File: config.mk
export PLATFORM = sky130hd
export DESIGN_NAME = cmd_port_device_flat
export DESIGN_NICKNAME = d
export VERILOG_FILES = /design/src/common/cmd_port_pkg.sv /design/src/common/cmd_port_if.sv /design/src/cmd_port_device.sv /design/src/flat_wrapper.sv
export SDC_FILE = /design/constraint.sdc
export NUM_CORES = 1
export LEC_CHECK = 0
export ABC_AREA = 1
export BUFFER_PORTS_ARGS = -buffer_cell sky130_fd_sc_hd__buf_2
export CAP_MARGIN = 20
export CORE_ASPECT_RATIO = 1.75
export CORE_UTILIZATION = 55
export DETAILED_ROUTE_END_ITERATION = 8
export MAX_ROUTING_LAYER = met4
export PLACE_DENSITY = 0.78
export SLEW_MARGIN = 40
export SYNTH_ARGS = -nofsm -noshare
export SYNTH_HDL_FRONTEND = slang
export SYNTH_SLANG_ARGS = --single-unit
export TNS_END_PERCENT = 30
File: constraint.sdc
create_clock -name clk -period 4.1 [get_ports clk]
set_clock_uncertainty 0.05 [all_clocks]
set_input_delay 1.025 -clock clk [delete_from_list [all_inputs] [get_ports clk]]
set_output_delay 1.025 -clock clk [all_outputs]
set_load 0.01 [all_outputs]
File: src/common/cmd_port_pkg.sv
/*
 Shared constants for the serial command port: opcodes, field widths,
 interrupt status bit positions and reset values.
 Assumes both ends compile this package first.
*/
package cmd_port_pkg;
   localparam int unsigned OPCODE_BITS = 8;
   localparam int unsigned DATA_BITS   = 16;

   localparam logic [7:0] OP_FLIGHT_UP   = 8'h00;
   localparam logic [7:0] OP_FLIGHT_DOWN = 8'h01;
   localparam logic [7:0] OP_FLIGHT_DIFF = 8'h02;
   localparam logic [7:0] OP_TEMP       = 8'h03;
   localparam logic [7:0] OP_RESET      = 8'h04;
   localparam logic [7:0] OP_INIT       = 8'h05;
   localparam logic [7:0] OP_CFG_SAVE   = 8'h06;
   localparam logic [7:0] OP_EVT1       = 8'h07;
   localparam logic [7:0] OP_EVT2       = 8'h08;
   localparam logic [7:0] OP_EVT3       = 8'h09;
   localparam logic [7:0] OP_HALT       = 8'h0a;
   localparam logic [7:0] OP_REG_TIMED  = 8'h0b;
   localparam logic [7:0] OP_REG_ON     = 8'h0c;
   localparam logic [7:0] OP_REG_OFF    = 8'h0d;
   localparam logic [7:0] OP_CALIBRATE  = 8'h0e;
   localparam logic [7:0] OP_WR_FIRST   = 8'h30;
   localparam logic [7:0] OP_WR_LAST    = 8'h43;
   localparam logic [7:0] OP_RD_FIRST   = 8'hb0;
   localparam logic [7:0] OP_RD_LAST    = 8'hff;
   localparam logic [7:0] OP_FL_READ    = 8'h90;
   localparam logic [7:0] OP_FL_WRITE   = 8'h10;
   localparam logic [7:0] OP_FL_ERASE   = 8'h13;
   localparam logic [15:0] FLASH_ADDR_MAX = 16'h1fff;

   // Register locations of the port itself (read opcode / write opcode)
   localparam logic [7:0] OP_RD_IRQ_STATUS = 8'hfe;
   localparam logic [7:0] OP_RD_CONTROL    = 8'hb8;
   localparam logic [7:0] OP_WR_CONTROL    = 8'h38;

   // Interrupt status bit positions
   localparam int unsigned IRQ_W         = 16;
   localparam int unsigned IRQ_HALT_BIT  = 0;
   localparam int unsigned IRQ_CASE_BIT  = 1;
   localparam int unsigned IRQ_INIT_BIT  = 3;
   localparam int unsigned IRQ_FLASH_BIT = 4;
   localparam int unsigned IRQ_REG_BIT   = 5;
   localparam int unsigned IRQ_CAL_BIT   = 6;
   localparam int unsigned IRQ_TEMP_BIT  = 11;
   localparam int unsigned IRQ_FLIGHT_BIT = 12;

   // Control register bit positions
   localparam int unsigned CTL_INT_EN_BIT = 0;
   localparam int unsigned CTL_CASE_BIT   = 1;
   localparam logic [15:0] CTL_RESET      = 16'h0000;
   localparam logic [15:0] IRQ_RESET      = 16'h0000;

   // Host register map
   localparam logic [31:0] HOST_CMD_OFS    = 32'h0000_0000;
   localparam logic [31:0] HOST_WDATA_OFS  = 32'h0000_0004;
   localparam logic [31:0] HOST_STATUS_OFS = 32'h0000_0008;
   localparam logic [31:0] HOST_RDATA_OFS  = 32'h0000_000c;
   localparam int unsigned HOST_CMD_GO_BIT   = 31;
   localparam int unsigned HOST_CMD_DATA_BIT = 30;
   localparam int unsigned HOST_CMD_READ_BIT = 29;
   localparam int unsigned SCK_HALF_CYCLES   = 4;
endpackage : cmd_port_pkg

File: src/common/cmd_port_if.sv
/*
 Serial link between host and command port.
 Assumes the bench supplies no clock here; each end samples with its own clk.
*/
`timescale 1ns/1ps
`default_nettype none
interface cmd_port_if;
   logic ce_n;
   logic sck;
   logic din;
   logic dout;
   logic irq_n;
   modport device (input ce_n, input sck, input din, output dout, output irq_n);
   modport host   (output ce_n, output sck, output din, input dout, input irq_n);
endinterface : cmd_port_if
`default_nettype wire

File: src/cmd_port_device.sv
/*
 Device end: serial slave, opcode decoder, interrupt status and pin,
 case switch tamper input, launch/done hooks to measurement engines.
 Assumes the link pins are asynchronous to clk and synchronised here.
*/
// Notes on behaviour
// Flags set on event or command done
// Status read returns then clears set flags
// Events during status read survive it
// Interrupt asserted while any flag set
// Interrupt only when enable bit set
// Case switch sets control and status flags
// Host reads status after interrupt
// Chip enable frames transfer; clock inside
// Serial clock idles low
// Input sampled on falling serial edge
// One clock pulse per bit
// Opcodes eight bits, MSB first
// Data sixteen bits, MSB first
// Execution opcodes 00h to 0Eh decoded
// Execute after opcode and chip enable release
// Register opcodes select location by value
// Flash opcodes take address, even only for read and write; erase accepts an odd address
// Upstream flight time sets done flag
// Reset opcode restores configuration, clears status
// Halt completion sets halt flag
// Output shifts MSB first on rising edge
`timescale 1ns/1ps
`default_nettype none
module cmd_port_device
   import cmd_port_pkg::*;
(
   input  wire logic        clk,
   input  wire logic        rst_n,
   cmd_port_if.device       link,
   input  wire logic        case_switch,
   input  wire logic [14:0] exec_done,
   input  wire logic [15:0] reg_rdata,
   output logic [14:0]      exec_start,
   output logic             reg_wr,
   output logic             reg_rd,
   output logic [7:0]       reg_loc,
   output logic [15:0]      reg_wdata,
   output logic             flash_cmd,
   output logic [7:0]       flash_op,
   output logic [15:0]      flash_addr,
   output logic             flash_addr_err
);
   import cmd_port_pkg::*;

   typedef enum logic [1:0] {ST_OP, ST_DATA, ST_SKIP} phase_e;

   function automatic logic is_read(input logic [7:0] op);
      return op >= OP_RD_FIRST;
   endfunction : is_read

   function automatic logic is_write(input logic [7:0] op);
      return (op >= OP_WR_FIRST) && (op <= OP_WR_LAST);
   endfunction : is_write

   function automatic logic is_flash(input logic [7:0] op);
      return (op == OP_FL_READ) || (op == OP_FL_WRITE) || (op == OP_FL_ERASE);
   endfunction : is_flash

   logic [2:0]  ce_s_q, sck_s_q, din_s_q, case_s_q;
   logic [2:0]  ce_s_d, sck_s_d, din_s_d, case_s_d;
   phase_e      phase_q, phase_d;
   logic [4:0]  cnt_q, cnt_d;
   logic [7:0]  op_q, op_d;
   logic [15:0] sh_q, sh_d;
   logic [15:0] out_q, out_d;
   logic        dout_q, dout_d;
   logic        op_full_q, op_full_d;
   logic        stat_rd_q, stat_rd_d;
   logic [15:0] irq_q, irq_d;
   logic [15:0] ctl_q, ctl_d;
   logic        irq_n_q, irq_n_d;
   logic [14:0] start_q, start_d;
   logic        reg_wr_q, reg_wr_d, reg_rd_q, reg_rd_d;
   logic [7:0]  loc_q, loc_d;
   logic [15:0] wdata_q, wdata_d;
   logic        fl_q, fl_d, fl_err_q, fl_err_d;
   logic [7:0]  fl_op_q, fl_op_d;
   logic [15:0] fl_addr_q, fl_addr_d;

   logic ce_n_s, sck_fall, sck_rise, ce_rise, ce_fall, case_rise;
   logic [15:0] events;

   // Second stage only feeds the edge detectors, first stage read by nothing else
   always_comb
   begin
      ce_s_d   = {ce_s_q[1:0], link.ce_n};
      sck_s_d  = {sck_s_q[1:0], link.sck};
      din_s_d  = {din_s_q[1:0], link.din};
      case_s_d = {case_s_q[1:0], case_switch};
      ce_n_s   = ce_s_q[1];
      ce_rise  = ce_s_q[1] & ~ce_s_q[2];
      ce_fall  = ~ce_s_q[1] & ce_s_q[2];
      sck_fall = ~ce_n_s & ~sck_s_q[1] & sck_s_q[2];
      sck_rise = ~ce_n_s & sck_s_q[1] & ~sck_s_q[2];
      case_rise = case_s_q[1] & ~case_s_q[2];
   end

   always_comb
   begin
      events = '0;
      events[IRQ_FLIGHT_BIT] = exec_done[OP_FLIGHT_UP[3:0]] | exec_done[OP_FLIGHT_DOWN[3:0]]
                             | exec_done[OP_FLIGHT_DIFF[3:0]] | exec_done[OP_EVT2[3:0]];
      events[IRQ_TEMP_BIT]  = exec_done[OP_TEMP[3:0]] | exec_done[OP_EVT3[3:0]];
      events[IRQ_INIT_BIT]  = exec_done[OP_INIT[3:0]];
      events[IRQ_FLASH_BIT] = exec_done[OP_CFG_SAVE[3:0]];
      events[IRQ_REG_BIT]   = exec_done[OP_REG_TIMED[3:0]];
      events[IRQ_CAL_BIT]   = exec_done[OP_CALIBRATE[3:0]];
      events[IRQ_HALT_BIT]  = exec_done[OP_HALT[3:0]];
      events[IRQ_CASE_BIT]  = case_rise;
   end

   always_comb
   begin
      phase_d   = phase_q;
      cnt_d     = cnt_q;
      op_d      = op_q;
      sh_d      = sh_q;
      out_d     = out_q;
      dout_d    = dout_q;
      op_full_d = op_full_q;
      stat_rd_d = stat_rd_q;
      irq_d     = irq_q | events;
      ctl_d     = ctl_q;
      start_d   = '0;
      reg_wr_d  = 1'b0;
      reg_rd_d  = 1'b0;
      loc_d     = loc_q;
      wdata_d   = wdata_q;
      fl_d      = 1'b0;
      fl_op_d   = fl_op_q;
      fl_addr_d = fl_addr_q;
      fl_err_d  = fl_err_q;
      if (ce_fall)
      begin
         phase_d   = ST_OP;
         cnt_d     = '0;
         op_full_d = 1'b0;
      end
      if (sck_fall)
      begin
         sh_d  = {sh_q[14:0], din_s_q[2]};
         cnt_d = cnt_q + 5'd1;
         if (phase_q == ST_OP && cnt_q == 5'(OPCODE_BITS - 1))
         begin
            op_d      = {sh_q[6:0], din_s_q[2]};
            op_full_d = 1'b1;
            cnt_d     = '0;
            phase_d   = ST_DATA;
            if (is_read(op_d))
            begin
               loc_d    = op_d;
               reg_rd_d = 1'b1;
               out_d    = (op_d == OP_RD_IRQ_STATUS) ? irq_q :
                          (op_d == OP_RD_CONTROL) ? ctl_q : reg_rdata;
               if (op_d == OP_RD_IRQ_STATUS)
               begin
                  stat_rd_d = 1'b1;
                  irq_d     = events;
               end
            end
         end
         else if (phase_q == ST_DATA && cnt_q == 5'(DATA_BITS - 1))
         begin
            cnt_d   = '0;
            phase_d = ST_SKIP;
            if (is_write(op_q))
            begin
               loc_d     = op_q;
               wdata_d   = {sh_q[14:0], din_s_q[2]};
               reg_wr_d  = 1'b1;
               if (op_q == OP_WR_CONTROL)
                  ctl_d  = {sh_q[14:0], din_s_q[2]};
            end
            else if (is_flash(op_q))
            begin
               fl_d      = 1'b1;
               fl_op_d   = op_q;
               fl_addr_d = {sh_q[14:0], din_s_q[2]};
               fl_err_d  = (fl_addr_d > FLASH_ADDR_MAX) || (op_q != OP_FL_ERASE && fl_addr_d[0]);
            end
         end
      end
      if (sck_rise && phase_q == ST_DATA && is_read(op_q))
      begin
         dout_d = out_q[15];
         out_d  = {out_q[14:0], 1'b0};
      end
      if (ce_rise)
      begin
         stat_rd_d = 1'b0;
         dout_d    = 1'b0;
         if (op_full_q && phase_q == ST_DATA && op_q <= OP_CALIBRATE)
         begin
            start_d[op_q[3:0]] = 1'b1;
            if (op_q == OP_RESET)
            begin
               irq_d = IRQ_RESET;
               ctl_d = CTL_RESET;
            end
         end
      end
      if (case_rise)
         ctl_d[CTL_CASE_BIT] = 1'b1;
      // Interrupt pin low while any flag set and enabled
      irq_n_d = ~(ctl_q[CTL_INT_EN_BIT] & (|irq_q));
   end

   always_ff @(posedge clk)
   begin
      if (!rst_n)
      begin
         ce_s_q    <= 3'h7;
         sck_s_q   <= 3'h0;
         din_s_q   <= 3'h0;
         case_s_q  <= 3'h0;
         phase_q   <= ST_OP;
         cnt_q     <= '0;
         op_q      <= '0;
         sh_q      <= '0;
         out_q     <= '0;
         dout_q    <= 1'b0;
         op_full_q <= 1'b0;
         stat_rd_q <= 1'b0;
         irq_q     <= IRQ_RESET;
         ctl_q     <= CTL_RESET;
         irq_n_q   <= 1'b1;
         start_q   <= '0;
         reg_wr_q  <= 1'b0;
         reg_rd_q  <= 1'b0;
         loc_q     <= '0;
         wdata_q   <= '0;
         fl_q      <= 1'b0;
         fl_op_q   <= '0;
         fl_addr_q <= '0;
         fl_err_q  <= 1'b0;
      end
      else
      begin
         ce_s_q    <= ce_s_d;
         sck_s_q   <= sck_s_d;
         din_s_q   <= din_s_d;
         case_s_q  <= case_s_d;
         phase_q   <= phase_d;
         cnt_q     <= cnt_d;
         op_q      <= op_d;
         sh_q      <= sh_d;
         out_q     <= out_d;
         dout_q    <= dout_d;
         op_full_q <= op_full_d;
         stat_rd_q <= stat_rd_d;
         irq_q     <= irq_d;
         ctl_q     <= ctl_d;
         irq_n_q   <= irq_n_d;
         start_q   <= start_d;
         reg_wr_q  <= reg_wr_d;
         reg_rd_q  <= reg_rd_d;
         loc_q     <= loc_d;
         wdata_q   <= wdata_d;
         fl_q      <= fl_d;
         fl_op_q   <= fl_op_d;
         fl_addr_q <= fl_addr_d;
         fl_err_q  <= fl_err_d;
      end
   end

   assign link.dout      = dout_q;
   assign link.irq_n     = irq_n_q;
   assign exec_start     = start_q;
   assign reg_wr         = reg_wr_q;
   assign reg_rd         = reg_rd_q;
   assign reg_loc        = loc_q;
   assign reg_wdata      = wdata_q;
   assign flash_cmd      = fl_q;
   assign flash_op       = fl_op_q;
   assign flash_addr     = fl_addr_q;
   assign flash_addr_err = fl_err_q;
endmodule : cmd_port_device
`default_nettype wire

File: src/flat_wrapper.sv
// flat-port wrapper written by rule: the top's interface ports become plain ports
module cmd_port_device_flat import cmd_port_pkg::*;
  (clk, rst_n, case_switch, exec_done, reg_rdata, exec_start, reg_wr, reg_rd, reg_loc, reg_wdata, flash_cmd, flash_op, flash_addr, flash_addr_err, link_ce_n, link_sck, link_din, link_dout, link_irq_n);
  cmd_port_if link_i ();
  input  wire logic clk;
  input  wire logic rst_n;
  input  wire logic case_switch;
  input  wire logic [14:0] exec_done;
  input  wire logic [15:0] reg_rdata;
  output logic [14:0] exec_start;
  output logic reg_wr;
  output logic reg_rd;
  output logic [7:0] reg_loc;
  output logic [15:0] reg_wdata;
  output logic flash_cmd;
  output logic [7:0] flash_op;
  output logic [15:0] flash_addr;
  output logic flash_addr_err;
  input wire logic [$bits(link_i.ce_n)-1:0] link_ce_n;
  input wire logic [$bits(link_i.sck)-1:0] link_sck;
  input wire logic [$bits(link_i.din)-1:0] link_din;
  output wire logic [$bits(link_i.dout)-1:0] link_dout;
  output wire logic [$bits(link_i.irq_n)-1:0] link_irq_n;
  assign link_i.ce_n = link_ce_n;
  assign link_i.sck = link_sck;
  assign link_i.din = link_din;
  assign link_dout = link_i.dout;
  assign link_irq_n = link_i.irq_n;
  cmd_port_device u_core (.clk(clk), .rst_n(rst_n), .link(link_i), .case_switch(case_switch), .exec_done(exec_done), .reg_rdata(reg_rdata), .exec_start(exec_start), .reg_wr(reg_wr), .reg_rd(reg_rd), .reg_loc(reg_loc), .reg_wdata(reg_wdata), .flash_cmd(flash_cmd), .flash_op(flash_op), .flash_addr(flash_addr), .flash_addr_err(flash_addr_err));
endmodule
After elaboration in Yosys (flattened, before gate mapping)
Cells that the tools add are included.

storage, ports and cells
  ROM bits = 0
  word-level logic and storage cells = 143
  bits of input ports = 37
  output and inout bits = 69
  register bits after elaboration = 160
  memories = 0
  bits in latches = 0
  memory bits (writable) = 0

cells by class
  multiplexer cells = 42
  add/sub/neg operators = 1
  bitwise gates (word level) = 24
  multiply operators = 0
  order comparisons = 8
  reduce and logical (&&, ||, !) cells = 32
  shift operators = 0
  eq/ne operators = 12
  divide/modulo/power cells = 0

operators by type and width
  cell                                                                                  number
  16-bit 2-to-1 mux                                                                     21
  8-bit 2-to-1 mux                                                                      4
  8-bit == test (second input constant)                                                 3
  5-bit 2-to-1 mux                                                                      4
  8-bit by 5-bit == test with 1-bit output (second input constant)                      2
  8-bit greater-or-equal comparator (second input constant)                             2
  16-bit by 13-bit > comparator with 1-bit output (second input constant)               1
  16-bit by 13-bit bitwise OR with 16-bit output                                        1
  16-bit OR reduction                                                                   1
  3-bit AND reduction                                                                   4
  2-bit nonzero test                                                                    6
  1-bit NOT                                                                             11
  1-bit logical AND                                                                     9
  1-bit AND                                                                             8
  8-bit by 3-bit == test with 1-bit output (second input constant)                      1
  8-bit by 6-bit == test with 1-bit output (second input constant)                      1
  8-bit by 6-bit greater-or-equal comparator with 1-bit output (second input constant)  1
  8-bit by 4-bit less-or-equal comparator with 1-bit output (second input constant)     1
  8-bit by 7-bit less-or-equal comparator with 1-bit output (second input constant)     1
  1-bit 2-to-1 mux                                                                      8
  2-bit 2-to-1 mux                                                                      4
  8-bit by 5-bit != test with 1-bit output (second input constant)                      1
  4-bit AND reduction                                                                   2
  5-bit by 1-bit adder with 5-bit output (second input constant)                        1
  15 further kinds                                                                      21

Logic depth before layout (Yosys ltp)
Gate-level depths: netlist of the first run.

  word-level depth = 11
  depth in mapped cells = 11

Worst setup path before layout of the first run
No wires, ideal clock.

  kind = input -> register
  start = input port rst_n
  end = register u_core.dout_q (netlist: u_core.link.dout)
  setup time = 0.086 ns
  cell stages on the path = 4
  data required time = 3.964 ns
  buffers on the path = 2
  path slack = 2.182 ns
  data arrival time = 1.782 ns
  cell sequence = clkbuf_1 -> inv_1 -> clkbuf_1 -> a211oi_1

between the ends
  cells in the longest elaborated chain, start to end = 2

RTL lines
  item                          RTL line                RTL
  start: declaration            flat_wrapper.sv:6       input wire logic rst_n;
  1-bit NOT (no line)           -
  2-bit OR reduction (no line)  -
  end signal: assignment        cmd_port_device.sv:254  dout_q <= dout_d;
  end: declaration              cmd_port_device.sv:72   logic dout_q, dout_d;

Every way passes these cells.
A chain may end at the register's enable or synchronous reset.

Worst setup path after layout of the first run
  start = register u_core.sh_q[4]
  end = register u_core.irq_q[0]

between the ends
  cells in the longest elaborated chain, start to end = 8

RTL lines
  item                                                                                       RTL line                RTL
  start: declaration                                                                         cmd_port_device.sv:70   logic [15:0] sh_q, sh_d;
  start signal: assignment                                                                   cmd_port_device.sv:225  sh_q <= '0;
  start signal: assignment                                                                   cmd_port_device.sv:252  sh_q <= sh_d;
  parallel branches: the longest is 2 deep, another holds 8-bit greater-or-equal comparator  -
  16-bit 2-to-1 mux (*)                                                                      cmd_port_device.sv:155  if (is_read(op_d))
  16-bit 2-to-1 mux (*)                                                                      cmd_port_device.sv:149  if (phase_q == ST_OP && cnt_q == 5'(OPCODE_BITS - 1))
  16-bit 2-to-1 mux (*)                                                                      cmd_port_device.sv:145  if (sck_fall)
  16-bit 2-to-1 mux                                                                          cmd_port_device.sv:201  if (op_q == OP_RESET)
  16-bit 2-to-1 mux                                                                          cmd_port_device.sv:198  if (op_full_q && phase_q == ST_DATA && op_q <= OP_CALIBRATE)
  16-bit 2-to-1 mux (*)                                                                      cmd_port_device.sv:194  if (ce_rise)
  end signal: assignment                                                                     cmd_port_device.sv:257  irq_q <= irq_d;
  end: declaration                                                                           cmd_port_device.sv:75   logic [15:0] irq_q, irq_d;

Every way passes the cells marked *.

==> results of run 1 <==
==> flip-flops by register name (all words and copies together) (netlist names), 15 cells and up <==
signal,cells
u_core.irq_q,16
u_core.out_q,16
u_core.flash_addr,16
u_core.sh_q,15
u_core.reg_wdata,16
u_core.exec_start,15
u_core.ctl_q,16
==> per-layer routing <==
metal	vias up	GRT usage
li1	2931	-
met1	2705	0.300
met2	154	0.499
met3	37	0.0535
met4	0	0.109
met5	-	-
==> layout by cell type, fill, tap and decap left out, types with 2 or more instances in the layout <==
cell	instances
a21oi_1	37
nor2_2	4
clkinvlp_4	2
nor2_4	4
o21ai_1	3
nand4_1	5
nor3b_1	8
nor2_1	209
buf_4	4
bufinv_16	4
inv_6	3
nor3_2	10
nor3_1	17
a211oi_1	4
inv_1	70
nand3_2	5
nand2_2	5
nand2_4	2
buf_2	101
nor4_1	5
clkinv_2	4
o21ai_0	71
xor2_1	2
clkbuf_16	17
nand2_1	101
nand3_1	68
o32ai_1	3
dfxtp_1	160
inv_2	9
or2_2	3
==> path summary, 6_finish.rpt <==
path / start / endpoint / slack (ns) / cells after the start
max: u_core.sh_q[4]$_SDFFE_PN0P_ / u_core.irq_q[0]$_SDFF_PN0_ / 1.61 / 8
min: u_core.case_s_q[0]$_SDFF_PN0_ / u_core.case_s_q[1]$_SDFF_PN0_ / 0.36 / 2
max reg2reg: u_core.sh_q[4]$_SDFFE_PN0P_ / u_core.irq_q[0]$_SDFF_PN0_ / 1.61 / 8
min reg2reg: u_core.case_s_q[0]$_SDFF_PN0_ / u_core.case_s_q[1]$_SDFF_PN0_ / 0.36 / 2
==> worst reg2reg max path: stages, from the launching register on <==
cell	delay [ns]
dfxtp_1	0.55
nand2_1	0.22
nor2_1	0.20
nand2_1	0.39
buf_4	0.36
nor2_4	0.25
inv_2	0.13
a21oi_1	0.17
nor2_1	0.06
==> report_power, final <==
group | internal, uW | total (uW) | switching [uW]
logic | 29.9 | 79.5 | 49.7
registers | 1570 | 1580 | 12.2
clock network | 1020 | 1650 | 634
total | 2610 | 3310 | 695
==> area by class of cell <==
class	count	area, sq um
inverter	80	302
multi-input combinational	577	2760
tap	135	169
timing repair buffer	105	536
sequential	160	3200
clock buffer	18	429
clock inverter	13	185
fill	996	3940
==> logic make-up after synthesis <==
logic type	after synthesis	share of synthesized area
simple gates	449	0.318
flops	160	0.497
compound gates	125	0.104
buf+inv	120	0.0765
xor+xnor	2	0.00272
fa+ha+maj	1	0.00194
==> stage by stage <==
step	hold slack, ns	cell area, sq um	total power [uW]
after floorplan	0.340	6450	1660
after global placement	0.341	6960	1690
after detailed placement	0.349	6970	1690
after CTS	0.363	7580	3320
after global routing	0.381	7580	3400
final	0.362	7580	3310
==> results.py, run 1 <==
metrics = {
    "pwr": {
        "p_per_area_nw_per_um2": 437,
        "vdd_drop_max_mv": 0.300,
        "cellLeakagePower_uw": 0.00352,
    },
    "cts": {
        "post_cts_buffers": 0,
        "clock_latency_ns": 0.43,
        "cts_buffers": 17,
        "cts_tree": "yes",
        "clk_pin_slew_ns": 0.06,
        "ctsResizeCount": 0,
        "htree_levels": 4,
        "clock_sinks": 160,
        "ctsHoldBuffers": 0,
        "root_buffer": "clkbuf_16",
        "clockBufferDepth": 2,
    },
    "sta": {
        "setup_tns_ns": 0,
        "hold_viol": 0,
        "setup_violations": 0,
        "slew_viol_final": 0,
        "worstMarginPinSlew_ns": 0.681,
        "fin_crit_ns": 2.49,
        "min_period_over_period": 0.606,
        "fin_ws_ns": 1.61,
        "rsz0062_at_grt": "false",
        "max_freq_mhz": 402,
        "relSlewSlack": 0.546,
    },
    "layout": {
        "antenna_cells": 0,
        "fin_cells": 1088,
        "area_growth_pct": 17.6,
        "utilization": 0.658,
        "layout-drive-gt1-share": 0.192,
        "nets": 979,
    },
    "placement": {
        "io_buffers": 101,
        "gp_congestion": 0.894,
        "dpl.hpwl_um": 10900,
        "dp_cells": 1057,
        "pre_cts_ws_ns": 1.66,
    },
    "setup_path": {
        "crit_path_max_fanout": 18,
        "path_cells": "nand2_1 > nor2_1 > nand2_1 > buf_4 > nor2_4 > inv_2 > a21oi_1 > nor2_1",
        "required_ns": 4.35,
        "slowest_delay_ns": 0.55,
        "arrival_ns": 2.74,
        "criticalPathCategory": "reg2reg",
        "cp-end-kind": "register",
        "cpMaxStageDelayCell": "dfxtp_1",
        "path_delay_family": "simple AND/OR/NAND/NOR gates",
        "cp-start-kind": "register",
        "timing.critical_path.buf_inv": 2,
    },
    "floorplan": {
        "num_rows": 52,
        "start_util": 0.560,
        "die_area_sq_um": 12200,
        "die_w_um": 83.8,
        "fp.coreArea_sq_um": 11500,
        "die_h_um": 145,
        "boundaryPins": 106,
    },
    "yosys": {
        "synth_ff_type": "dfxtp_1",
        "async_flop_share": 0,
        "yosysMostFrequentCell": "nor2_1",
        "syn_area_per_cell_sq_um": 7.52,
        "syn_area_sq_um": 6450,
        "ys_seq_elements": 160,
        "synth_edf_count": 0,
        "synth_common_cells": "nor2_1 (209), dfxtp_1 (160), nand2_1 (101)",
        "ys_types": 40,
        "yosysTopAreaCell": "dfxtp_1",
        "yosysWarnings": 0,
        "synthTopCellsByArea": "dfxtp_1 (50%), nor2_1 (12%), nand2_1 (5.9%)",
        "netlist_instances": 857,
        "synth_top_area_share": 0.497,
        "syn-num-nets": 895,
        "ys_seq_area_frac": 0.497,
    },
    "drt": {
        "wl_um": 16100,
        "antenna_left": 0,
        "num_vias": 5827,
        "route.detailed.drc": 10,
        "firstDrtPassIters": 7,
        "dr.max_layer_used": "met4",
        "met1Wirelength_um": 6220,
        "vias_per_cell": 5.36,
        "drtIter0Drc": 470,
        "route.detailed.wl_per_inst_um": 14.8,
        "wl_met3_um": 679,
        "met2_length_um": 8760,
    },
    "job": {
        "cap_violations": 0,
    },
    "global_routing": {
        "grt-ovfl-total": 0,
        "first_global_vias": 5378,
        "grt_antenna_before_repair": 0,
        "grt_first_pass_wirelength_um": 26000,
        "globalRouteTotalUtil": 0.279,
        "grt_start_max_net_pins": 73,
    },
    "status": {
        "status": "finished with violations",
        "violations": "DRC",
    },
    "min_path": {
        "holdCritPathClass": "reg2reg",
    },
}
Power figures use the tool's default switching activity.
==> run 2: changes to the inputs <==
--- a/config.mk
+++ b/config.mk
@@ -9,10 +9,10 @@
 export BUFFER_PORTS_ARGS = -buffer_cell sky130_fd_sc_hd__buf_2
 export CAP_MARGIN = 20
 export CORE_ASPECT_RATIO = 1.75
-export CORE_UTILIZATION = 55
+export CORE_UTILIZATION = 50
 export DETAILED_ROUTE_END_ITERATION = 8
 export MAX_ROUTING_LAYER = met4
-export PLACE_DENSITY = 0.78
+export PLACE_DENSITY = 0.75
 export SLEW_MARGIN = 40
 export SYNTH_ARGS = -nofsm -noshare
 export SYNTH_HDL_FRONTEND = slang
==> constraint.sdc (replaced) <==
create_clock -name clk -period 2 [get_ports clk]
set_clock_uncertainty 0.05 [all_clocks]
set_input_delay 0.5 -clock clk [delete_from_list [all_inputs] [get_ports clk]]
set_output_delay 0.5 -clock clk [all_outputs]
set_load 0.01 [all_outputs]
==> results.py, run 2 (synthesis results as in run 1) <==
metrics = {
    "status": {
        "status": "completed",
    },
    "layout": {
        "mostFrequentLayoutCells": "nor2_1 (209), dfxtp_1 (160), nand2_1 (101), buf_2 (101), inv_1 (71)",
        "antenna_cells": 0,
        "final_common_cell": "nor2_1",
        "area_growth_pct": 22.6,
        "nets": 1006,
        "fin_cells": 1149,
        "seq_area_sq_um": 3200,
        "layout-drive-gt1-share": 0.215,
        "fill_cells": 1129,
        "multi_input_area_sq_um": 2770,
    },
    "cts": {
        "htree_levels": 4,
        "root_buffer": "clkbuf_16",
        "cts_buffers": 17,
        "clock_sinks": 160,
        "clock_latency_ns": 0.42,
        "clockBufferDepth": 2,
        "cts_tree": "yes",
        "ctsHoldBuffers": 0,
        "clk_pin_slew_ns": 0.07,
    },
    "sta": {
        "slew_viol_final": 0,
        "rsz0062_at_grt": "true",
        "setup_violations": 0,
        "min_period_over_period": 0.937,
        "fin_crit_ns": 1.87,
        "relSlewSlack": 0.747,
        "setup_tns_ns": 0,
        "max_freq_mhz": 534,
        "hold_viol": 0,
        "worstMarginPinSlew_ns": 0.379,
    },
    "global_routing": {
        "grt_antenna_before_repair": 0,
        "first_global_vias": 5396,
        "grt-ovfl-total": 0,
        "grt_start_max_net_pins": 61,
        "grt_first_pass_wirelength_um": 25900,
        "globalRouteTotalUtil": 0.259,
    },
    "drt": {
        "wl_um": 16300,
        "drtIter0Drc": 282,
        "route.detailed.wl_per_inst_um": 14.2,
        "route.detailed.drc": 0,
        "vias_per_cell": 5.12,
        "num_vias": 5880,
        "firstDrtPassIters": 7,
        "antenna_left": 0,
    },
    "setup_path": {
        "arrival_ns": 2.17,
        "cp-start-kind": "register",
        "criticalPathCategory": "reg2reg",
        "cp-end-kind": "register",
        "required_ns": 2.30,
        "crit_path_max_fanout": 20,
    },
    "placement": {
        "dp_cells": 1115,
        "dpl.hpwl_um": 11500,
        "gp_congestion": 0.942,
        "io_buffers": 101,
    },
    "floorplan": {
        "die_h_um": 152,
        "die_w_um": 87.8,
        "num_rows": 54,
        "fp.coreArea_sq_um": 12500,
        "start_util": 0.516,
        "die_area_sq_um": 13400,
        "boundaryPins": 106,
    },
    "pwr": {
        "p_per_area_nw_per_um2": 859,
        "cellLeakagePower_uw": 0.00367,
        "vdd_drop_max_mv": 0.601,
    },
    "min_path": {
        "holdCritPathClass": "in2reg",
    },
    "job": {
        "cap_violations": 0,
    },
}
run 2: cell count changes in the layout (fill, tap and decap cells not counted), sizes merged:
cell / previous run / this run
inv: 82 / 85
bufinv: 4 / 3
nor2: 218 / 219
buf: 105 / 131
clkinvlp: 2 / 4
clkinv: 5 / 2
run 2: worst paths after layout:
check                                             startpoint                           end  slack (ns)  depth (start not counted)
worst max-delay path            u_core.cnt_q[0]$_SDFFE_PN0P_    u_core.ctl_q[3]$_SDFF_PN0_        0.13                          9
worst min-delay path                                link_din  u_core.din_s_q[0]$_SDFF_PN0_        0.21                          3
worst max register to register  u_core.cnt_q[0]$_SDFFE_PN0P_    u_core.ctl_q[3]$_SDFF_PN0_        0.13                          9
worst min register to register   u_core.ce_s_q[0]$_SDFF_PN1_   u_core.ce_s_q[1]$_SDFF_PN1_        0.37                          1
run 2: worst max-delay path, stage by stage (launching register included):
cell,delay [ns]
dfxtp_1,0.38
ha_2,0.22
nand2_2,0.08
nor2_2,0.14
nand3_2,0.13
nor2_4,0.17
nand2_4,0.20
nor2_4,0.24
nor2_1,0.06
nor3_1,0.13
run 2: power breakdown:
group / total (uW) / switching, uW / internal, uW
logic: 180 / 107 / 73.5
registers: 3230 / 22.4 / 3210
clock network: 3370 / 1350 / 2020
total: 6790 / 1480 / 5300
run 2: final cells by class:
class                           count  share of cell area
Inverter                           80              0.0386
Timing Repair Buffer              131               0.101
Clock buffer                       18              0.0556
Sequential cell                   160               0.405
Tap cell                          168              0.0266
Multi-Input combinational cell    578               0.350
Clock inverter                     14              0.0228
run 2: metal layers:
metal  global-route usage  share of wire
met4                0.126          0.034
met5                    -              0
met1                0.269           0.38
met2                0.456           0.55
met3               0.0477          0.040
run 2: timing repair:
action                                  in CTS  in global routing
endpoints found under the hold margin        0                  0
endpoints found under the setup margin       0                 64
setup buffers                                0                  1
resized for setup                            0                  8
run 2: metrics by stage:
step	hold WS [ns]	total power (uW)	util	setup slack, ns	instance area (sq um)
finish	0.208	6790	0.632	0.126	7910
global route	0.216	6990	0.632	-0.0156	7910
CTS	0.201	6830	0.630	0.0879	7870
detailed placement	0.351	3480	0.580	0.132	7250
global placement	0.344	3480	0.580	0.164	7250
floorplan	0.340	3400	-	0.346	6450
==> run 3: changes to the inputs <==
--- a/config.mk
+++ b/config.mk
@@ -5,7 +5,6 @@
 export SDC_FILE = /design/constraint.sdc
 export NUM_CORES = 1
 export LEC_CHECK = 0
-export ABC_AREA = 1
 export BUFFER_PORTS_ARGS = -buffer_cell sky130_fd_sc_hd__buf_2
 export CAP_MARGIN = 20
 export CORE_ASPECT_RATIO = 1.75
==> results.py, run 3 <==
metrics = {
    "cts": {
        "clockBufferDepth": 2,
        "htree_levels": 4,
        "clock_sinks": 160,
        "root_buffer": "clkbuf_16",
        "ctsHoldBuffers": 0,
        "clock_latency_ns": 0.42,
        "clk_pin_slew_ns": 0.06,
        "cts_tree": "yes",
        "cts_buffers": 17,
    },
    "global_routing": {
        "globalRouteTotalUtil": 0.272,
        "first_global_vias": 5420,
        "grt_first_pass_wirelength_um": 26200,
        "grt_antenna_before_repair": 0,
        "grt_start_max_net_pins": 63,
        "grt-ovfl-total": 0,
    },
    "sta": {
        "min_period_over_period": 0.987,
        "worstMarginPinSlew_ns": 0.740,
        "rsz0062_at_grt": "true",
        "slew_viol_final": 0,
        "max_freq_mhz": 507,
        "fin_crit_ns": 1.97,
        "relSlewSlack": 0.506,
        "setup_violations": 0,
        "hold_viol": 0,
    },
    "setup_path": {
        "cp-start-kind": "register",
        "criticalPathCategory": "reg2reg",
        "slowest_delay_ns": 0.55,
        "arrival_ns": 2.23,
        "crit_path_max_fanout": 16,
        "cp-end-kind": "register",
        "required_ns": 2.26,
        "rr_startpoint": "u_core.cnt_q[4]$_SDFFE_PN0P_",
        "path_delay_family": "simple AND/OR/NAND/NOR gates",
        "timing.critical_path.buf_inv": 2,
        "path_cells": "buf_4 > nor3b_4 > nand3_2 > or4_1 > buf_6 > mux2i_1 > o2bb2ai_1",
        "cp-startpoint": "u_core.cnt_q[4]$_SDFFE_PN0P_",
        "cpMaxStageDelayCell": "or4_1",
    },
    "yosys": {
        "ys_seq_area_frac": 0.516,
        "async_flop_share": 0,
        "yosysTopAreaCell": "dfxtp_1",
        "syn_area_per_cell_sq_um": 9.01,
        "syn-num-nets": 728,
        "yosysWarnings": 0,
        "synth_top_area_share": 0.516,
        "synth_common_cells": "dfxtp_1 (160), nand2_1 (120), a21oi_1 (86)",
        "yosysMostFrequentCell": "dfxtp_1",
        "ys_seq_elements": 160,
        "synth_edf_count": 0,
        "netlist_instances": 690,
        "synth_ff_type": "dfxtp_1",
        "syn_area_sq_um": 6210,
        "synthTopCellsByArea": "dfxtp_1 (52%), nand2_1 (7.2%), a21oi_1 (6.9%)",
        "ys_types": 51,
    },
    "layout": {
        "fill_cells": 986,
        "antenna_cells": 0,
        "fin_area_sq_um": 7910,
        "final_common_cell": "dfxtp_1",
        "area_growth_pct": 27.2,
        "nets": 848,
        "layout-drive-gt1-share": 0.281,
        "mostFrequentLayoutCells": "dfxtp_1 (156), nand2_1 (120), buf_2 (101)",
    },
    "pwr": {
        "p_per_area_nw_per_um2": 836,
        "combPwrFrac": 0.024,
        "clockPowerShare": 0.489,
        "p_sw_frac": 0.218,
        "power_uw": 6610,
        "cellLeakagePower_uw": 0.00339,
        "seq_power_share": 0.487,
        "p_switching_uw": 1440,
        "p_int_uw": 5170,
        "vdd_drop_max_mv": 0.622,
    },
    "drt": {
        "wl_met3_um": 891,
        "met2_length_um": 8980,
        "dr.max_layer_used": "met4",
        "vias_per_cell": 5.60,
        "met1Wirelength_um": 6330,
        "route.detailed.drc": 0,
        "route.detailed.wl_per_inst_um": 17.2,
        "firstDrtPassIters": 5,
        "wl_um": 17000,
        "num_vias": 5531,
        "antenna_left": 0,
        "drtIter0Drc": 273,
    },
    "placement": {
        "dpl.hpwl_um": 11400,
        "dpl-instance-area_sq_um": 7150,
        "io_buffers": 101,
        "gp_congestion": 0.897,
    },
    "min_path": {
        "holdCritPathClass": "in2reg",
        "min_from": "link_ce_n",
    },
    "floorplan": {
        "die_area_sq_um": 12900,
        "die_h_um": 149,
        "num_rows": 53,
        "start_util": 0.515,
        "die_w_um": 86.3,
        "boundaryPins": 106,
        "fp.coreArea_sq_um": 12100,
    },
    "status": {
        "status": "completed",
    },
    "job": {
        "cap_violations": 0,
    },
}
-- run 3: changes by cell type in the layout (fill, tap and decap cells not counted), moves of 35 or more --
| cell | before | now |
|---|---|---|
| nor2_1 | 209 | 58 |
| inv_1 | 71 | 5 |
| o21ai_0 | 69 | 5 |
| nand3_1 | 69 | 11 |
| a21oi_1 | 37 | 86 |
| mux2i_1 | 0 | 35 |
-- run 3: per-layer routing --
layer / vias up / GRT usage
li1: 2653 / -
met1: 2611 / 0.292
met2: 215 / 0.469
met3: 52 / 0.0496
met4: 0 / 0.150
met5: - / -
-- run 3: metrics by stage --
step / worst slack [ns] / std cells / utilization / setup TNS, ns / hold WS (ns)
2_1_floorplan: -0.0223 / 690 / - / -0.178 / 0.331
3_3_place_gp: 0.0400 / 949 / 0.592 / 0 / 0.353
3_5_place_dp: 0.00886 / 949 / 0.592 / 0 / 0.354
4_1_cts: 0.0188 / 981 / 0.643 / 0 / 0.210
5_1_grt: -0.0354 / 988 / 0.655 / -0.0808 / 0.213
6_report: 0.0261 / 988 / 0.655 / 0 / 0.219
-- run 3: kinds of logic (layout without fill, tap and decap cells) --
logic type                 after synthesis  in the layout  share of synthesized area
buffers and inverters                   59            192                     0.0385
DFF                                    160            160                      0.516
AOI/OAI and AO/OA                      159            159                      0.163
and+or+nand+nor                        261            261                      0.198
adders and majority gates                1              1                    0.00201
muxes                                   50             50                     0.0834
-- run 3: cell type report --
| type | instances | area, sq um | area share |
|---|---|---|---|
| clock buffer | 19 | 443 | 0.0560 |
| clock inverter | 13 | 154 | 0.0195 |
| inverter | 6 | 22.5 | 0.00285 |
| multi-input combinational | 471 | 2860 | 0.362 |
| sequential | 160 | 3210 | 0.406 |
| tap | 165 | 206 | 0.0261 |
| timing repair buffer | 154 | 1010 | 0.128 |
-- run 3: worst paths after layout --
| check | end | slack, ns | cells after the start |
|---|---|---|---|
| setup / recovery | u_core.ctl_q[1]$_SDFF_PN0_ | 0.03 | 7 |
| hold reg to reg | u_core.ce_s_q[1]$_SDFF_PN1_ | 0.36 | 1 |
| setup reg to reg | u_core.ctl_q[1]$_SDFF_PN0_ | 0.03 | 7 |
| hold / removal | u_core.ce_s_q[0]$_SDFF_PN1_ | 0.22 | 2 |
-- run 3: worst register-to-register path, stage by stage, from the launching register on --
cell and delay (ns):
dfxtp_1 0.32, buf_4 0.15, nor3b_4 0.22, nand3_2 0.17, or4_1 0.55, buf_6 0.17
mux2i_1 0.15, o2bb2ai_1 0.08
-- run 3: timing repair --
item	in CTS	in global routing
cloned	0	3
setup buffers	0	4
gates resized for setup	3	15
setup endpoints to repair	9	77
pin swaps	0	4
-- run 3: power by group through the flow --
stage | logic (uW) | clock network, uW | registers, uW
finish | 156 | 3230 | 3220
CTS | 155 | 3270 | 3220
global route | 170 | 3420 | 3220
floorplan | 84.7 | 0 | 3290
global placement | 150 | 0 | 3290
detailed placement | 154 | 0 | 3290
